$ cat config.mk
export PLATFORM = sky130hd
export DESIGN_NAME = rtm_tx_control
export DESIGN_NICKNAME = d
export VERILOG_FILES = /design/src/common/rtm_pkg.sv /design/src/hw/rtm_tx_control.sv /design/src/hw/rtm_fifo.sv /design/src/hw/rtm_divider.sv
export SDC_FILE = /design/constraint.sdc
export NUM_CORES = 1
export LEC_CHECK = 0
export ABC_AREA = 0
export BUFFER_PORTS_ARGS = -buffer_cell sky130_fd_sc_hd__buf_2
export CAP_MARGIN = 20
export CORE_ASPECT_RATIO = 0.7
export CORE_UTILIZATION = 63
export CTS_BUF_LIST = sky130_fd_sc_hd__clkbuf_4 sky130_fd_sc_hd__clkbuf_8
export DETAILED_ROUTE_END_ITERATION = 7
export PLACE_DENSITY = 0.89
export RECOVER_POWER = 50
export SYNTH_ARGS = -nofsm -noshare
export SYNTH_HDL_FRONTEND = slang
export SYNTH_SLANG_ARGS = --single-unit
$ cat constraint.sdc
create_clock -name core_clk_in -period 15.1 [get_ports core_clk_in]
set_input_delay 3.02 -clock core_clk_in [delete_from_list [all_inputs] [get_ports core_clk_in]]
set_output_delay 3.02 -clock core_clk_in [all_outputs]
set_load 0.03 [all_outputs]
$ cat src/common/rtm_pkg.sv
package rtm_pkg;
	// frequency word widths
	localparam int INT_W        = 8;
	localparam int FRAC_W       = 21;
	localparam int DEV_W        = 8;
	localparam int DEV_MUL      = 95;
	// deviation is dev*95/2^23 of f_xtal, i.e. dev*95/4 in 2^21 units
	localparam int DEV_SHIFT    = 2;
	localparam int GDIV_W       = 12;
	localparam int BAUD_DIVIDER_W      = 16;
	localparam int BAUD_PRE     = 8;
	localparam int CHIP_PER_BIT = 2;
	localparam int LEVEL_W      = 8;
	localparam int AMP_RAMP_DURATION_W      = 4;
	localparam int SLOPE_W      = 4;
	localparam int RDIV_W       = 4;
	localparam int RDIV_FRAC    = 16;
	localparam int RAMP_ACC_W   = 12;
	localparam int FIFO_DEPTH   = 16;
	localparam int GAUSS_OSR    = 16;
	// reset values
	localparam logic [INT_W-1:0]   INT_RST   = 8'h00;
	localparam logic [FRAC_W-1:0]  FRAC_RST  = 21'h000000;
	localparam logic               BOOST_RST = 1'b0;
	localparam logic [LEVEL_W-1:0] LEVEL_RST = 8'h00;
	// modulation selection
	typedef enum logic [1:0] {
		RTM_MOD_FSK = 2'b00,
		RTM_MOD_OOK = 2'b01,
		RTM_MOD_ASK = 2'b10
	} rtm_mod_type;
	// ASK supply shaping states
	typedef enum logic [1:0] {
		RTM_ASK_LOW  = 2'b00,
		RTM_ASK_UP   = 2'b01,
		RTM_ASK_HIGH = 2'b10,
		RTM_ASK_DOWN = 2'b11
	} rtm_ask_type;
endpackage

$ cat src/hw/rtm_tx_control.sv
// Notes on behaviour
// - carrier ratio is integer divider plus fraction over 2^21.
// - sigma-delta emits divider words averaging to programmed ratio.
// - low data selects lower FSK frequency, high selects upper.
// - deviation is word times 95 times f_xtal over 2^23, symmetric.
// - Gaussian shaping smooths FSK steps at rate from 12-bit divider.
// - controller mode switches amplifier on and off around each frame.
// - FSK amplifier power ramps impedance over ramp-duration field.
// - bypass bit feeds amplifier from unregulated battery.
// - FSK or OOK holds amplifier supply at level reference while amp is on.
// - ASK drives supply as trapezoid, ignoring level reference.
// - ASK low phase uses low level, high phase uses high level.
// - ASK ramp time is level span over f_xtal times slope rate.
// - oscillator boost is off after reset; software should enable it.
// - baud rate is f_xtal over 8 times (baud divider plus one).
// - chip rate is twice bit rate; NRZ doubles bit rate.
// - with monitors on, lock or crystal loss disables amplifier, flags it.
`timescale 1ns/1ns
`default_nettype none
module rtm_tx_control
	import rtm_pkg::*;
(
	input  wire logic               core_clk_in,        // crystal clock
	input  wire logic               resetn_in,          // async reset, low
	input  wire logic [INT_W-1:0]   carrier_integer_divider_in, // int part
	input  wire logic [FRAC_W-1:0]  carrier_fraction_word_in,   // frac part
	input  wire logic               freq_load_in,       // apply freq words
	input  wire logic [DEV_W-1:0]   freq_deviation_word_in, // FSK dev
	input  wire logic               gauss_enable_in,    // GFSK shaping
	input  wire logic [GDIV_W-1:0]  gauss_sample_divider_in, // filter rate
	input  wire logic [BAUD_DIVIDER_W-1:0] baud_divider_in,    // baud divider
	input  wire logic [1:0]         mod_select_in,      // FSK/OOK/ASK
	input  wire logic               fsm_mode_in,        // controller mode
	input  wire logic               tx_active_in,       // frame in progress
	input  wire logic               amp_enable_in,      // cpu-mode amp on
	input  wire logic [AMP_RAMP_DURATION_W-1:0] amp_ramp_duration_in, // FSK ramp time
	input  wire logic               bypass_reg_in,      // unregulated supply
	input  wire logic [LEVEL_W-1:0] amp_level_reference_in, // FSK/OOK lvl
	input  wire logic [LEVEL_W-1:0] ask_low_level_in,   // ASK low level
	input  wire logic [LEVEL_W-1:0] ask_high_level_in,  // ASK high level
	input  wire logic [SLOPE_W-1:0] ask_slope_in,       // ramp slope
	input  wire logic [RDIV_W-1:0]  ask_rate_div_in,    // ramp rate div
	input  wire logic               osc_boost_set_in,   // boost write strobe
	input  wire logic               osc_boost_value_in, // boost write value
	input  wire logic               pll_unlock_flag_in, // PLL out of lock
	input  wire logic               crystal_unstable_flag_in, // xtal fail
	input  wire logic               pll_monitor_enable_in,    // lock monitor
	input  wire logic               crystal_monitor_enable_in, // xtal mon
	input  wire logic               amp_flag_clear_in,  // clear disabled flag
	input  wire logic               mod_data_in,        // modulation chip
	input  wire logic               mod_valid_in,       // chip valid
	output logic                    mod_ready_out,      // chip accepted
	output logic [INT_W-1:0]        sd_divider_out,     // divider word
	output logic                    baud_tick_out,      // chip-rate tick
	output logic                    amp_on_out,         // amplifier enable
	output logic [AMP_RAMP_DURATION_W-1:0]      amp_impedance_out,  // FSK ramp step
	output logic [LEVEL_W-1:0]      amp_supply_pin_out, // supply DAC code
	output logic                    supply_bypass_out,  // bypass regulator
	output logic                    osc_boost_enable_out, // boost on
	output logic                    amp_disabled_flag_out // amp disabled
);
	localparam int ACC_W = FRAC_W + 2;
	localparam int DEV_FULL_W = DEV_W + 7 + 1;

	// buffered chips, consumed at chip rate
	logic                   fifo_data, fifo_valid, chip_pop;
	logic                   chip, next_chip;
	logic                   pre_tick, baud_tick, gauss_tick;
	logic [2:0]             pre_cnt, next_pre_cnt;

	rtm_fifo #(.WIDTH(1), .DEPTH(FIFO_DEPTH)) u_fifo (
		.clk_in     (core_clk_in),
		.resetn_in  (resetn_in),
		.wdata_in   (mod_data_in),
		.wvalid_in  (mod_valid_in),
		.wready_out (mod_ready_out),
		.rdata_out  (fifo_data),
		.rvalid_out (fifo_valid),
		.rready_in  (chip_pop)
	);

	// divide by 4 then by (div+1): one pulse per chip, so a bit spans
	// two chips and 8*(div+1) clocks
	always_comb begin
		pre_tick     = (pre_cnt == 3'(BAUD_PRE/CHIP_PER_BIT - 1));
		next_pre_cnt = pre_tick ? '0 : 3'(pre_cnt + 1'b1);
	end

	rtm_divider #(.WIDTH(BAUD_DIVIDER_W)) u_baud (
		.clk_in    (core_clk_in),
		.resetn_in (resetn_in),
		.run_in    (1'b1),
		.tick_in   (pre_tick),
		.div_in    (baud_divider_in),
		.pulse_out (baud_tick)
	);

	assign chip_pop = baud_tick && fifo_valid;

	// frequency words: shadow applied only on load strobe
	logic [INT_W-1:0]  int_word, next_int_word;
	logic [FRAC_W-1:0] frac_word, next_frac_word;
	always_comb begin
		next_int_word  = int_word;
		next_frac_word = frac_word;
		if (freq_load_in) begin
			next_int_word  = carrier_integer_divider_in;
			next_frac_word = carrier_fraction_word_in;
		end
		next_chip = chip_pop ? fifo_data : chip;
	end

	// gaussian-style shaping: chip level approached in GAUSS_OSR steps
	// per chip, a linear ramp approximating the smoothed step
	localparam int SH_W = 5;
	logic [SH_W-1:0] shape, next_shape;
	logic [GDIV_W-1:0] gdiv_q;
	assign gdiv_q = gauss_sample_divider_in;
	rtm_divider #(.WIDTH(GDIV_W)) u_gauss (
		.clk_in    (core_clk_in),
		.resetn_in (resetn_in),
		.run_in    (gauss_enable_in),
		// crystal rate, so (div+1) clocks per step gives 16 steps per chip
		.tick_in   (1'b1),
		.div_in    (gdiv_q),
		.pulse_out (gauss_tick)
	);
	always_comb begin
		next_shape = shape;
		if (!gauss_enable_in) begin
			next_shape = chip ? SH_W'(GAUSS_OSR) : '0;
		end else if (gauss_tick) begin
			if (chip && shape != SH_W'(GAUSS_OSR)) begin
				next_shape = SH_W'(shape + 1'b1);
			end else if (!chip && shape != '0) begin
				next_shape = SH_W'(shape - 1'b1);
			end
		end
	end

	// deviation in 2^21 units: dev*95/4, scaled by shape from -1 to +1
	logic signed [DEV_FULL_W+SH_W+1:0] dev_scaled;
	logic signed [DEV_FULL_W+SH_W+1:0] dev_used;
	logic signed [ACC_W+8:0]           ratio_frac;
	logic [ACC_W-1:0]                  acc, next_acc;
	logic [INT_W-1:0]                  next_sd;
	logic signed [ACC_W+8:0]           sum;
	always_comb begin
		dev_scaled = (DEV_FULL_W+SH_W+2)'(
			($signed({1'b0, SH_W'(shape)}) * 2 -
			$signed({1'b0, SH_W'(GAUSS_OSR)})) *
			$signed({1'b0, freq_deviation_word_in, 7'h00}) / 128 *
			DEV_MUL / (GAUSS_OSR * 4));
		// the bare '0 arm is safe: dev_used is signed, so the sum keeps the sign
		dev_used = (mod_select_in == RTM_MOD_FSK) ? dev_scaled : '0;
		ratio_frac = $signed({10'h000, frac_word}) + dev_used;
		// first-order accumulator: carry bumps divider by one
		sum = $signed({9'h000, acc}) + ratio_frac;
		next_acc = ACC_W'(sum[FRAC_W-1:0]);
		next_sd  = INT_W'($signed({1'b0, int_word}) +
			(sum >>> FRAC_W));
	end

	// amplifier enable and monitoring
	logic want_on, next_amp_on, next_flag, fault;
	logic next_boost;
	always_comb begin
		want_on = fsm_mode_in ? tx_active_in : amp_enable_in;
		fault = (pll_monitor_enable_in && pll_unlock_flag_in) ||
			(crystal_monitor_enable_in && crystal_unstable_flag_in);
		next_flag = amp_disabled_flag_out;
		if (amp_flag_clear_in) begin
			next_flag = 1'b0;
		end
		if (want_on && fault) begin
			next_flag = 1'b1;
		end
		// once tripped, amp stays off until software clears the flag
		next_amp_on = want_on && !fault && !next_flag;
		next_boost = osc_boost_set_in ? osc_boost_value_in :
			osc_boost_enable_out;
	end

	// FSK impedance ramp: one step per chip tick up to the duration
	logic [AMP_RAMP_DURATION_W-1:0] imp, next_imp;
	always_comb begin
		next_imp = imp;
		if (mod_select_in != RTM_MOD_FSK) begin
			next_imp = amp_on_out ? '1 : '0;
		end else if (baud_tick) begin
			if (amp_on_out && imp < amp_ramp_duration_in) begin
				next_imp = AMP_RAMP_DURATION_W'(imp + 1'b1);
			end else if (!amp_on_out && imp != '0) begin
				next_imp = AMP_RAMP_DURATION_W'(imp - 1'b1);
			end
		end
	end

	// ASK trapezoid: accumulator adds slope*16+rate_div+1 per clock;
	// each overflow of 16 moves the level one code
	rtm_ask_type ask_st, next_ask_st;
	logic [LEVEL_W-1:0]    level, next_level;
	logic [RAMP_ACC_W-1:0] racc, next_racc;
	logic [RAMP_ACC_W-1:0] rsum;
	logic [LEVEL_W-1:0]    steps;
	always_comb begin
		next_ask_st = ask_st;
		next_level  = level;
		next_racc   = '0;
		rsum  = RAMP_ACC_W'(racc + {ask_slope_in, 4'h0} +
			ask_rate_div_in + 1'b1);
		steps = LEVEL_W'(rsum / RDIV_FRAC);
		if (mod_select_in != RTM_MOD_ASK || !amp_on_out) begin
			next_ask_st = RTM_ASK_LOW;
			next_level  = (mod_select_in == RTM_MOD_ASK) ? LEVEL_RST :
				(amp_on_out ? amp_level_reference_in : LEVEL_RST);
		end else begin
			case (ask_st)
				RTM_ASK_LOW: begin
					next_level = ask_low_level_in;
					if (chip) begin
						next_ask_st = RTM_ASK_UP;
					end
				end
				RTM_ASK_UP: begin
					next_racc = RAMP_ACC_W'(rsum % RDIV_FRAC);
					if (32'(level) + 32'(steps) >= 32'(ask_high_level_in)) begin
						next_level  = ask_high_level_in;
						next_ask_st = RTM_ASK_HIGH;
					end else begin
						next_level = LEVEL_W'(level + steps);
					end
				end
				RTM_ASK_HIGH: begin
					next_level = ask_high_level_in;
					if (!chip) begin
						next_ask_st = RTM_ASK_DOWN;
					end
				end
				RTM_ASK_DOWN: begin
					next_racc = RAMP_ACC_W'(rsum % RDIV_FRAC);
					if (32'(level) <= 32'(ask_low_level_in) + 32'(steps)) begin
						next_level  = ask_low_level_in;
						next_ask_st = RTM_ASK_LOW;
					end else begin
						next_level = LEVEL_W'(level - steps);
					end
				end
				default: begin
					next_ask_st = RTM_ASK_LOW;
				end
			endcase
		end
	end

	always_ff @(posedge core_clk_in or negedge resetn_in) begin
		if (!resetn_in) begin
			pre_cnt               <= '0;
			chip                  <= 1'b0;
			int_word              <= INT_RST;
			frac_word             <= FRAC_RST;
			shape                 <= '0;
			acc                   <= '0;
			sd_divider_out        <= INT_RST;
			baud_tick_out         <= 1'b0;
			amp_on_out            <= 1'b0;
			amp_disabled_flag_out <= 1'b0;
			osc_boost_enable_out  <= BOOST_RST;
			imp                   <= '0;
			amp_impedance_out     <= '0;
			ask_st                <= RTM_ASK_LOW;
			level                 <= LEVEL_RST;
			racc                  <= '0;
			amp_supply_pin_out    <= LEVEL_RST;
			supply_bypass_out     <= 1'b0;
		end else begin
			pre_cnt               <= next_pre_cnt;
			chip                  <= next_chip;
			int_word              <= next_int_word;
			frac_word             <= next_frac_word;
			shape                 <= next_shape;
			acc                   <= next_acc;
			sd_divider_out        <= next_sd;
			baud_tick_out         <= baud_tick;
			amp_on_out            <= next_amp_on;
			amp_disabled_flag_out <= next_flag;
			osc_boost_enable_out  <= next_boost;
			imp                   <= next_imp;
			amp_impedance_out     <= next_imp;
			ask_st                <= next_ask_st;
			level                 <= next_level;
			racc                  <= next_racc;
			amp_supply_pin_out    <= next_level;
			supply_bypass_out     <= bypass_reg_in;
		end
	end
endmodule // rtm_tx_control
`default_nettype wire

$ cat src/hw/rtm_fifo.sv
`timescale 1ns/1ns
`default_nettype none
module rtm_fifo #(
	parameter int WIDTH = 1,
	parameter int DEPTH = 16
) (
	input  wire logic             clk_in,     // clock
	input  wire logic             resetn_in,  // async reset, low
	input  wire logic [WIDTH-1:0] wdata_in,   // write data
	input  wire logic             wvalid_in,  // write valid
	output logic                  wready_out, // not full
	output logic      [WIDTH-1:0] rdata_out,  // head data
	output logic                  rvalid_out, // not empty
	input  wire logic             rready_in   // pop
);
	localparam int AW = $clog2(DEPTH);
	logic [WIDTH-1:0] mem [DEPTH];
	logic [AW-1:0]    wptr, rptr, next_wptr, next_rptr;
	logic [AW:0]      count, next_count;
	logic             push, pop;

	assign push       = wvalid_in && wready_out;
	assign pop        = rvalid_out && rready_in;
	assign wready_out = (count != (AW+1)'(DEPTH));
	assign rvalid_out = (count != '0);
	assign rdata_out  = mem[rptr];

	always_comb begin
		next_wptr  = push ? AW'(wptr + 1'b1) : wptr;
		next_rptr  = pop ? AW'(rptr + 1'b1) : rptr;
		next_count = count;
		if (push && !pop) begin
			next_count = (AW+1)'(count + 1'b1);
		end else if (pop && !push) begin
			next_count = (AW+1)'(count - 1'b1);
		end
	end

	always_ff @(posedge clk_in or negedge resetn_in) begin
		if (!resetn_in) begin
			wptr  <= '0;
			rptr  <= '0;
			count <= '0;
		end else begin
			wptr  <= next_wptr;
			rptr  <= next_rptr;
			count <= next_count;
		end
	end

	// storage holds no reset; only entries below count are visible
	always_ff @(posedge clk_in) begin
		if (push) begin
			mem[wptr] <= wdata_in;
		end
	end
endmodule // rtm_fifo
`default_nettype wire

$ cat src/hw/rtm_divider.sv
`timescale 1ns/1ns
`default_nettype none
module rtm_divider #(
	parameter int WIDTH = 16
) (
	input  wire logic             clk_in,    // clock
	input  wire logic             resetn_in, // async reset, low
	input  wire logic             run_in,    // count enable
	input  wire logic             tick_in,   // input rate enable
	input  wire logic [WIDTH-1:0] div_in,    // period minus one
	output logic                  pulse_out  // one-cycle pulse
);
	logic [WIDTH-1:0] cnt, next_cnt;
	logic             next_pulse;

	always_comb begin
		next_cnt   = cnt;
		next_pulse = 1'b0;
		if (!run_in) begin
			next_cnt = '0;
		end else if (tick_in) begin
			if (cnt >= div_in) begin
				next_cnt   = '0;
				next_pulse = 1'b1;
			end else begin
				next_cnt = WIDTH'(cnt + 1'b1);
			end
		end
	end

	always_ff @(posedge clk_in or negedge resetn_in) begin
		if (!resetn_in) begin
			cnt       <= '0;
			pulse_out <= 1'b0;
		end else begin
			cnt       <= next_cnt;
			pulse_out <= next_pulse;
		end
	end
endmodule // rtm_divider
`default_nettype wire

* Yosys cells after proc, flatten, opt, wreduce, memory -nomap -nowiden *
Memories as Yosys holds them, arrays and structs flattened. A register that Yosys moved wholly into a read port is not among the register bits.
Index checks and enable logic that the tools add are counted.

cells by class
  add/subtract/negate cells = 23
  $mul = 2
  magnitude comparators = 5
  eq/ne operators = 14
  mux-type cells = 40
  bitwise operators = 1
  reductions and logical operators = 37

operators by type and width
  kind                                                count
  two-way mux 8 bit                                   5
  two-way mux 5 bit                                   7
  case mux 8 bit (4 select lines)                     1
  two-way mux 4 bit                                   7
  adder 22 x 24 -> 25 bit                             1
  adder 12 x 1 -> 12 bit, second input constant       2
  adder 22 x 23 -> 24 bit                             1
  multiplier 16 x 8 -> 24 bit, second input constant  1
  two-way mux 12 bit                                  2
  adder 23 x 1 -> 23 bit                              1
  two-way mux 23 bit                                  1
  adder 8 x 8 -> 9 bit                                2
  adder 16 x 1 -> 16 bit, second input constant       1
  >= comparator 16 bit                                1
  multiplier 7 x 9 -> 16 bit                          1
  two-way mux 16 bit                                  1
  logical AND 1 bit                                   14
  adder 12 x 4 -> 12 bit                              1
  adder 12 x 8 -> 12 bit                              1
  adder 4 x 1 -> 4 bit, second input constant         3
  >= comparator 12 bit                                1
  inequality test 3 bit, second input constant        4
  adder 5 x 1 -> 5 bit, second input constant         2
  two-way mux 2 bit                                   5
  32 further kinds                                    56

storage, ports and cells
  register bits = 140
  bits in writable memories = 16
  bits of input ports = 120
  logic and storage cells = 145
  memories kept = 1

memory list
  memory      words  width  read ports  clocked after memory_dff  wr ports  RTL line        source
  u_fifo.mem  16     1      1           1                         1         rtm_fifo.sv:17  logic [WIDTH-1:0] mem [DEPTH];

* Depth between registers and ports, before layout *
  depth in word-level cells = 10
  depth in mapped cells = 61
  mapped depth without buffers = 61

* By module *
A second synthesis with hierarchy kept.

unflattened totals
  cells, all modules = 1612
  area, all modules = 15474.8 sq um

modules (own cells, without submodules)
  module                 instances  cells each  area each (sq um)
  rtm_tx_control         1          1233        11644.9
  rtm_fifo               1          116         1487.7
  rtm_divider (u_baud)   1          149         1337.5
  rtm_divider (u_gauss)  1          114         1004.7

* Worst setup path after synthesis *
Ideal clock, no wire load.

  path type = input port to flip-flop
  from = input port freq_deviation_word_in[4]
  to = register sd_divider_out[7]
  setup time = 128 ps
  arrival time = 15203 ps
  setup slack = -231 ps
  stages = 56
  path buffers = 0
  path through = and2_1 -> fa_1 -> inv_1 -> fa_1 -> fa_1 -> inv_1 -> fa_1 -> ha_1 -> nor2b_4 -> o31a_1 -> nor2_1 -> nor2_1 -> nor2_1 -> xnor2_1 -> inv_1 -> fa_1 -> inv_1 -> ha_1 -> [20 not listed] -> fa_1 -> ha_1 -> nand3_1 -> a21o_1 -> o31ai_1 -> nand2_1 -> or2_2 -> a31oi_1 -> a31o_2 -> xor2_1 -> ha_1 -> a21o_1 -> a21oi_1 -> o21bai_1 -> a21oi_1 -> o21ai_0 -> xnor2_1 -> xnor2_2

between the ends
  word-level cells in the longest chain between the ends = 9

RTL lines
  item                                  RTL line               source
  start: declaration                    rtm_tx_control.sv:28   input wire logic [DEV_W-1:0] freq_deviation_word_in,
  multiplier 7 x 9 -> 16 bit (*)        rtm_tx_control.sv:151  $signed({1'b0, SH_W'(GAUSS_OSR)})) *
  multiplier 16 x 8 -> 24 bit (*)       rtm_tx_control.sv:152  $signed({1'b0, freq_deviation_word_in, 7'h00}) / 128 *
  OR reduction 6 bit (no line)          -
  AND 1 bit (no line)                   -
  adder 23 x 1 -> 23 bit (no line) (*)  -
  two-way mux 23 bit (*)                rtm_tx_control.sv:155  dev_used = (mod_select_in == RTM_MOD_FSK) ? dev_scaled : '0;
  adder 22 x 23 -> 24 bit (*)           rtm_tx_control.sv:156  ratio_frac = $signed({10'h000, frac_word}) + dev_used;
  adder 22 x 24 -> 25 bit (*)           rtm_tx_control.sv:158  sum = $signed({9'h000, acc}) + ratio_frac;
  adder 8 x 4 -> 8 bit (*)              rtm_tx_control.sv:160  next_sd = INT_W'($signed({1'b0, int_word}) +
  via next_sd[7]                        rtm_tx_control.sv:146  logic [INT_W-1:0] next_sd;
  end signal: assignment                rtm_tx_control.sv:283  sd_divider_out <= next_sd;
  end: declaration                      rtm_tx_control.sv:53   output logic [INT_W-1:0] sd_divider_out,

Mark *: on every way through the listed nets, which the timed path passes. The rest lies on a longest branch.
A chain may end at the register's enable or synchronous reset.

* Final worst setup path *
Same ends and word-level chain as after synthesis.

==> results_dict.tcl <==
set metrics [dict create \
    yosys_warnings 0 \
    pre_cts_slack_ps -357 \
    grt_pass1_vias 11700 \
    gr-total-overflow 0 \
    synth_area_leader_cell "dfrtp_1" \
    firstDrtPassIters 5 \
    wire_per_inst_um 16.5 \
    fmax_ghz 0.0681 \
    hp-class "flop to flop" \
    worstMarginPinSlew_ps 4630 \
    cp.buffers_inverters 9 \
    vias_per_cell 5.70 \
    synth_area_um2 15000 \
    cts_made_buffers 17 \
    synth_simple_gate_area_share_pct 13.5 \
    synth-main-ff-cell "dfrtp_1" \
    crit_arrival_ps 15070 \
    die_h_um 131 \
    route.detailed.drc 0 \
    setup_viol 0 \
    finalNetCount 2172 \
    cts_max_path_buffers 2 \
    grt_max_degree 84 \
    async_flop_share_pct 89.3 \
    core_um2 23000 \
    hpwlAfterDp_um 27200 \
    crit_cells 55 \
    synth_cell_types 87 \
    hold_viol 0 \
    path_clk_slew_ps 100 \
    synth_edf_count 16 \
    vias 11800 \
    reg2reg_slack_ps 1790 \
    numPortBuffers 145 \
    synth-compound-area-share_pct 12.2 \
    clockRootBuffer "clkbuf_8" \
    crit_top_cell "fa_1" \
    critPathTopFamily "adder cells" \
    muxShareOfSynthArea_pct 4.19 \
    fin_skew_ps 17.1 \
    yosysSeqAreaShare_pct 25.5 \
    grt.total_usage_pct 28.6 \
    grt_pass1_wl_um 55100 \
    critical_path_required_ps 15480 \
    hold_slack_ps 423 \
    antenna_found_initial 0 \
    relSlewSlack_pct -209 \
    num_antenna_cells 0 \
    postCtsHoldBufs 0 \
    cpPeakStageDelay_ps 550 \
    n_fill_cell 1509 \
    die_width_um 186 \
    clock_latency_ps 460 \
    avgSynthCellArea_um2 9.63 \
    start_util_pct 65.1 \
    cts.sinks 149 \
    yosys_register_bits 149 \
    yosysTopAreaCellShare_pct 22.3 \
    setup.worst_path.end_class "flop" \
    drive_gt1_share_pct 19.2 \
    fin_crit_sh_pct 97.3 \
    final.min_clock_period_ps 14690 \
    synth_top_family_by_area "adder cells" \
    synth_nets 1972 \
    cts_tree "yes" \
    synthTopCellsByCount "217 x inv_1, 196 x ha_1, 133 x dfrtp_1" \
    multi_input_comb_area_um2 10500 \
    setup_slack_ps 415 \
    antenna_left 0 \
    cp_max_fo 7 \
    h-tree-depth 4 \
    crit_path_start "freq_deviation_word_in[4]" \
    synth-xor-area-share_pct 8.36 \
    place.gp.congestion 0.901 \
    max-cap-violations 2 \
    rows 46 \
    slew_violations 116 \
    synth_most_common_cell "inv_1" \
    r2r_start "shape[3]" \
    worstReg2RegEnd "sd_divider_out[7]" \
    r2r_cells 55 \
    startpoint_type "input pin" \
    drt_iter0_drc 796 \
    status "complete, but fails checks" \
    synthAdderAreaFrac_pct 30.2 \
    die-area_um2 24400 \
    synth_cells 1554 \
    ff_latch_area_um2 3810 \
    fin_setup_tns_ps 0 \
    area_growth_pct 13.8 \
    ios 146 \
    routed_wl_um 34300 \
    violations "max-capacitance violations, max-slew violations" \
    critPathKind "input pin to flop" \
    worst_path_max_delay_cell "fa_1" \
    endpoint "sd_divider_out[7]" \
    ys_top_cells_by_area "dfrtp_1 22%, ha_1 16%, fa_1 14%" \
]
[cells in the final DEF (no fill, tap or decap), drive strengths merged, types with 10 or more instances in the layout]
master	n
fa	102
a21o	42
inv	223
buf	202
nand2b	31
xor2	54
dfrtp	133
xnor2	88
nor2	116
o21ai	58
nand3	29
nand4	14
o21bai	13
and2	24
nor3	17
mux2i	12
o211ai	10
nand2	87
and3	12
mux2	35
edfxtp	16
ha	196
clkbuf	21
o21a	11
a21oi	81
nor2b	33
[metal layers]
layer | wire, µm | track usage [%] | vias to the layer above
li1 | - | - | 5638
met1 | 15300 | 38.7 | 5708
met2 | 16000 | 46.8 | 432
met3 | 2350 | 6.26 | 63
met4 | 584 | 7.71 | 0
met5 | 0 | 0 | -
[cell type report]
class                           count  area share, %
Clock inverter                     15          0.845
Inverter                          217           4.78
Multi-Input combinational cell   1163           61.4
Clock buffer                       17           1.37
Tap cell                          312           2.29
Timing Repair Buffer              206           6.95
Sequential cell                   149           22.4
[how the worst min path moves through the flow]
stage               endpoint  depth (start not counted)              from  slack [ps]
2_1_floorplan  baud_tick_out                          0  u_baud.pulse_out         370
3_3_place_gp   baud_tick_out                          0  u_baud.pulse_out         410
3_5_place_dp   baud_tick_out                          0  u_baud.pulse_out         420
4_1_cts        baud_tick_out                          0  u_baud.pulse_out         430
5_1_grt        baud_tick_out                          0  u_baud.pulse_out         450
6_report       baud_tick_out                          0  u_baud.pulse_out         420
[registers in the layout (all words and copies together) (netlist names), 8 cells and up]
signal / flops
sd_divider_out: 8
acc: 21
int_word: 8
u_fifo.mem: 16
level: 8
u_gauss.cnt: 12
frac_word: 21
u_baud.cnt: 16
[what timing repair did]
action | CTS | global route
endpoints found under the setup margin | 0 | 5
setup buffers | 0 | 3
gates resized for setup | 0 | 39
[kinds of logic after synthesis]
logic type	after synthesis
AO/OA/AOI/OAI	272
XOR/XNOR	142
adder cells (fa/ha/maj)	300
buffers and inverters	242
flip-flops	149
multiplexers	52
AND/OR/NAND/NOR	397
[stage by stage]
step / instances / area (µm²) / util, %
2_1_floorplan: 1554 / 15000 / -
3_3_place_gp: 2042 / 16400 / 71.6
6_report: 2079 / 17000 / 74.1
3_5_place_dp: 2043 / 16400 / 71.6
5_1_grt: 2079 / 17000 / 74.1
4_1_cts: 2075 / 16800 / 73.3
Power is not shown: default switching activity piles up to over one toggle a cycle in this logic, so the estimate is an artifact.
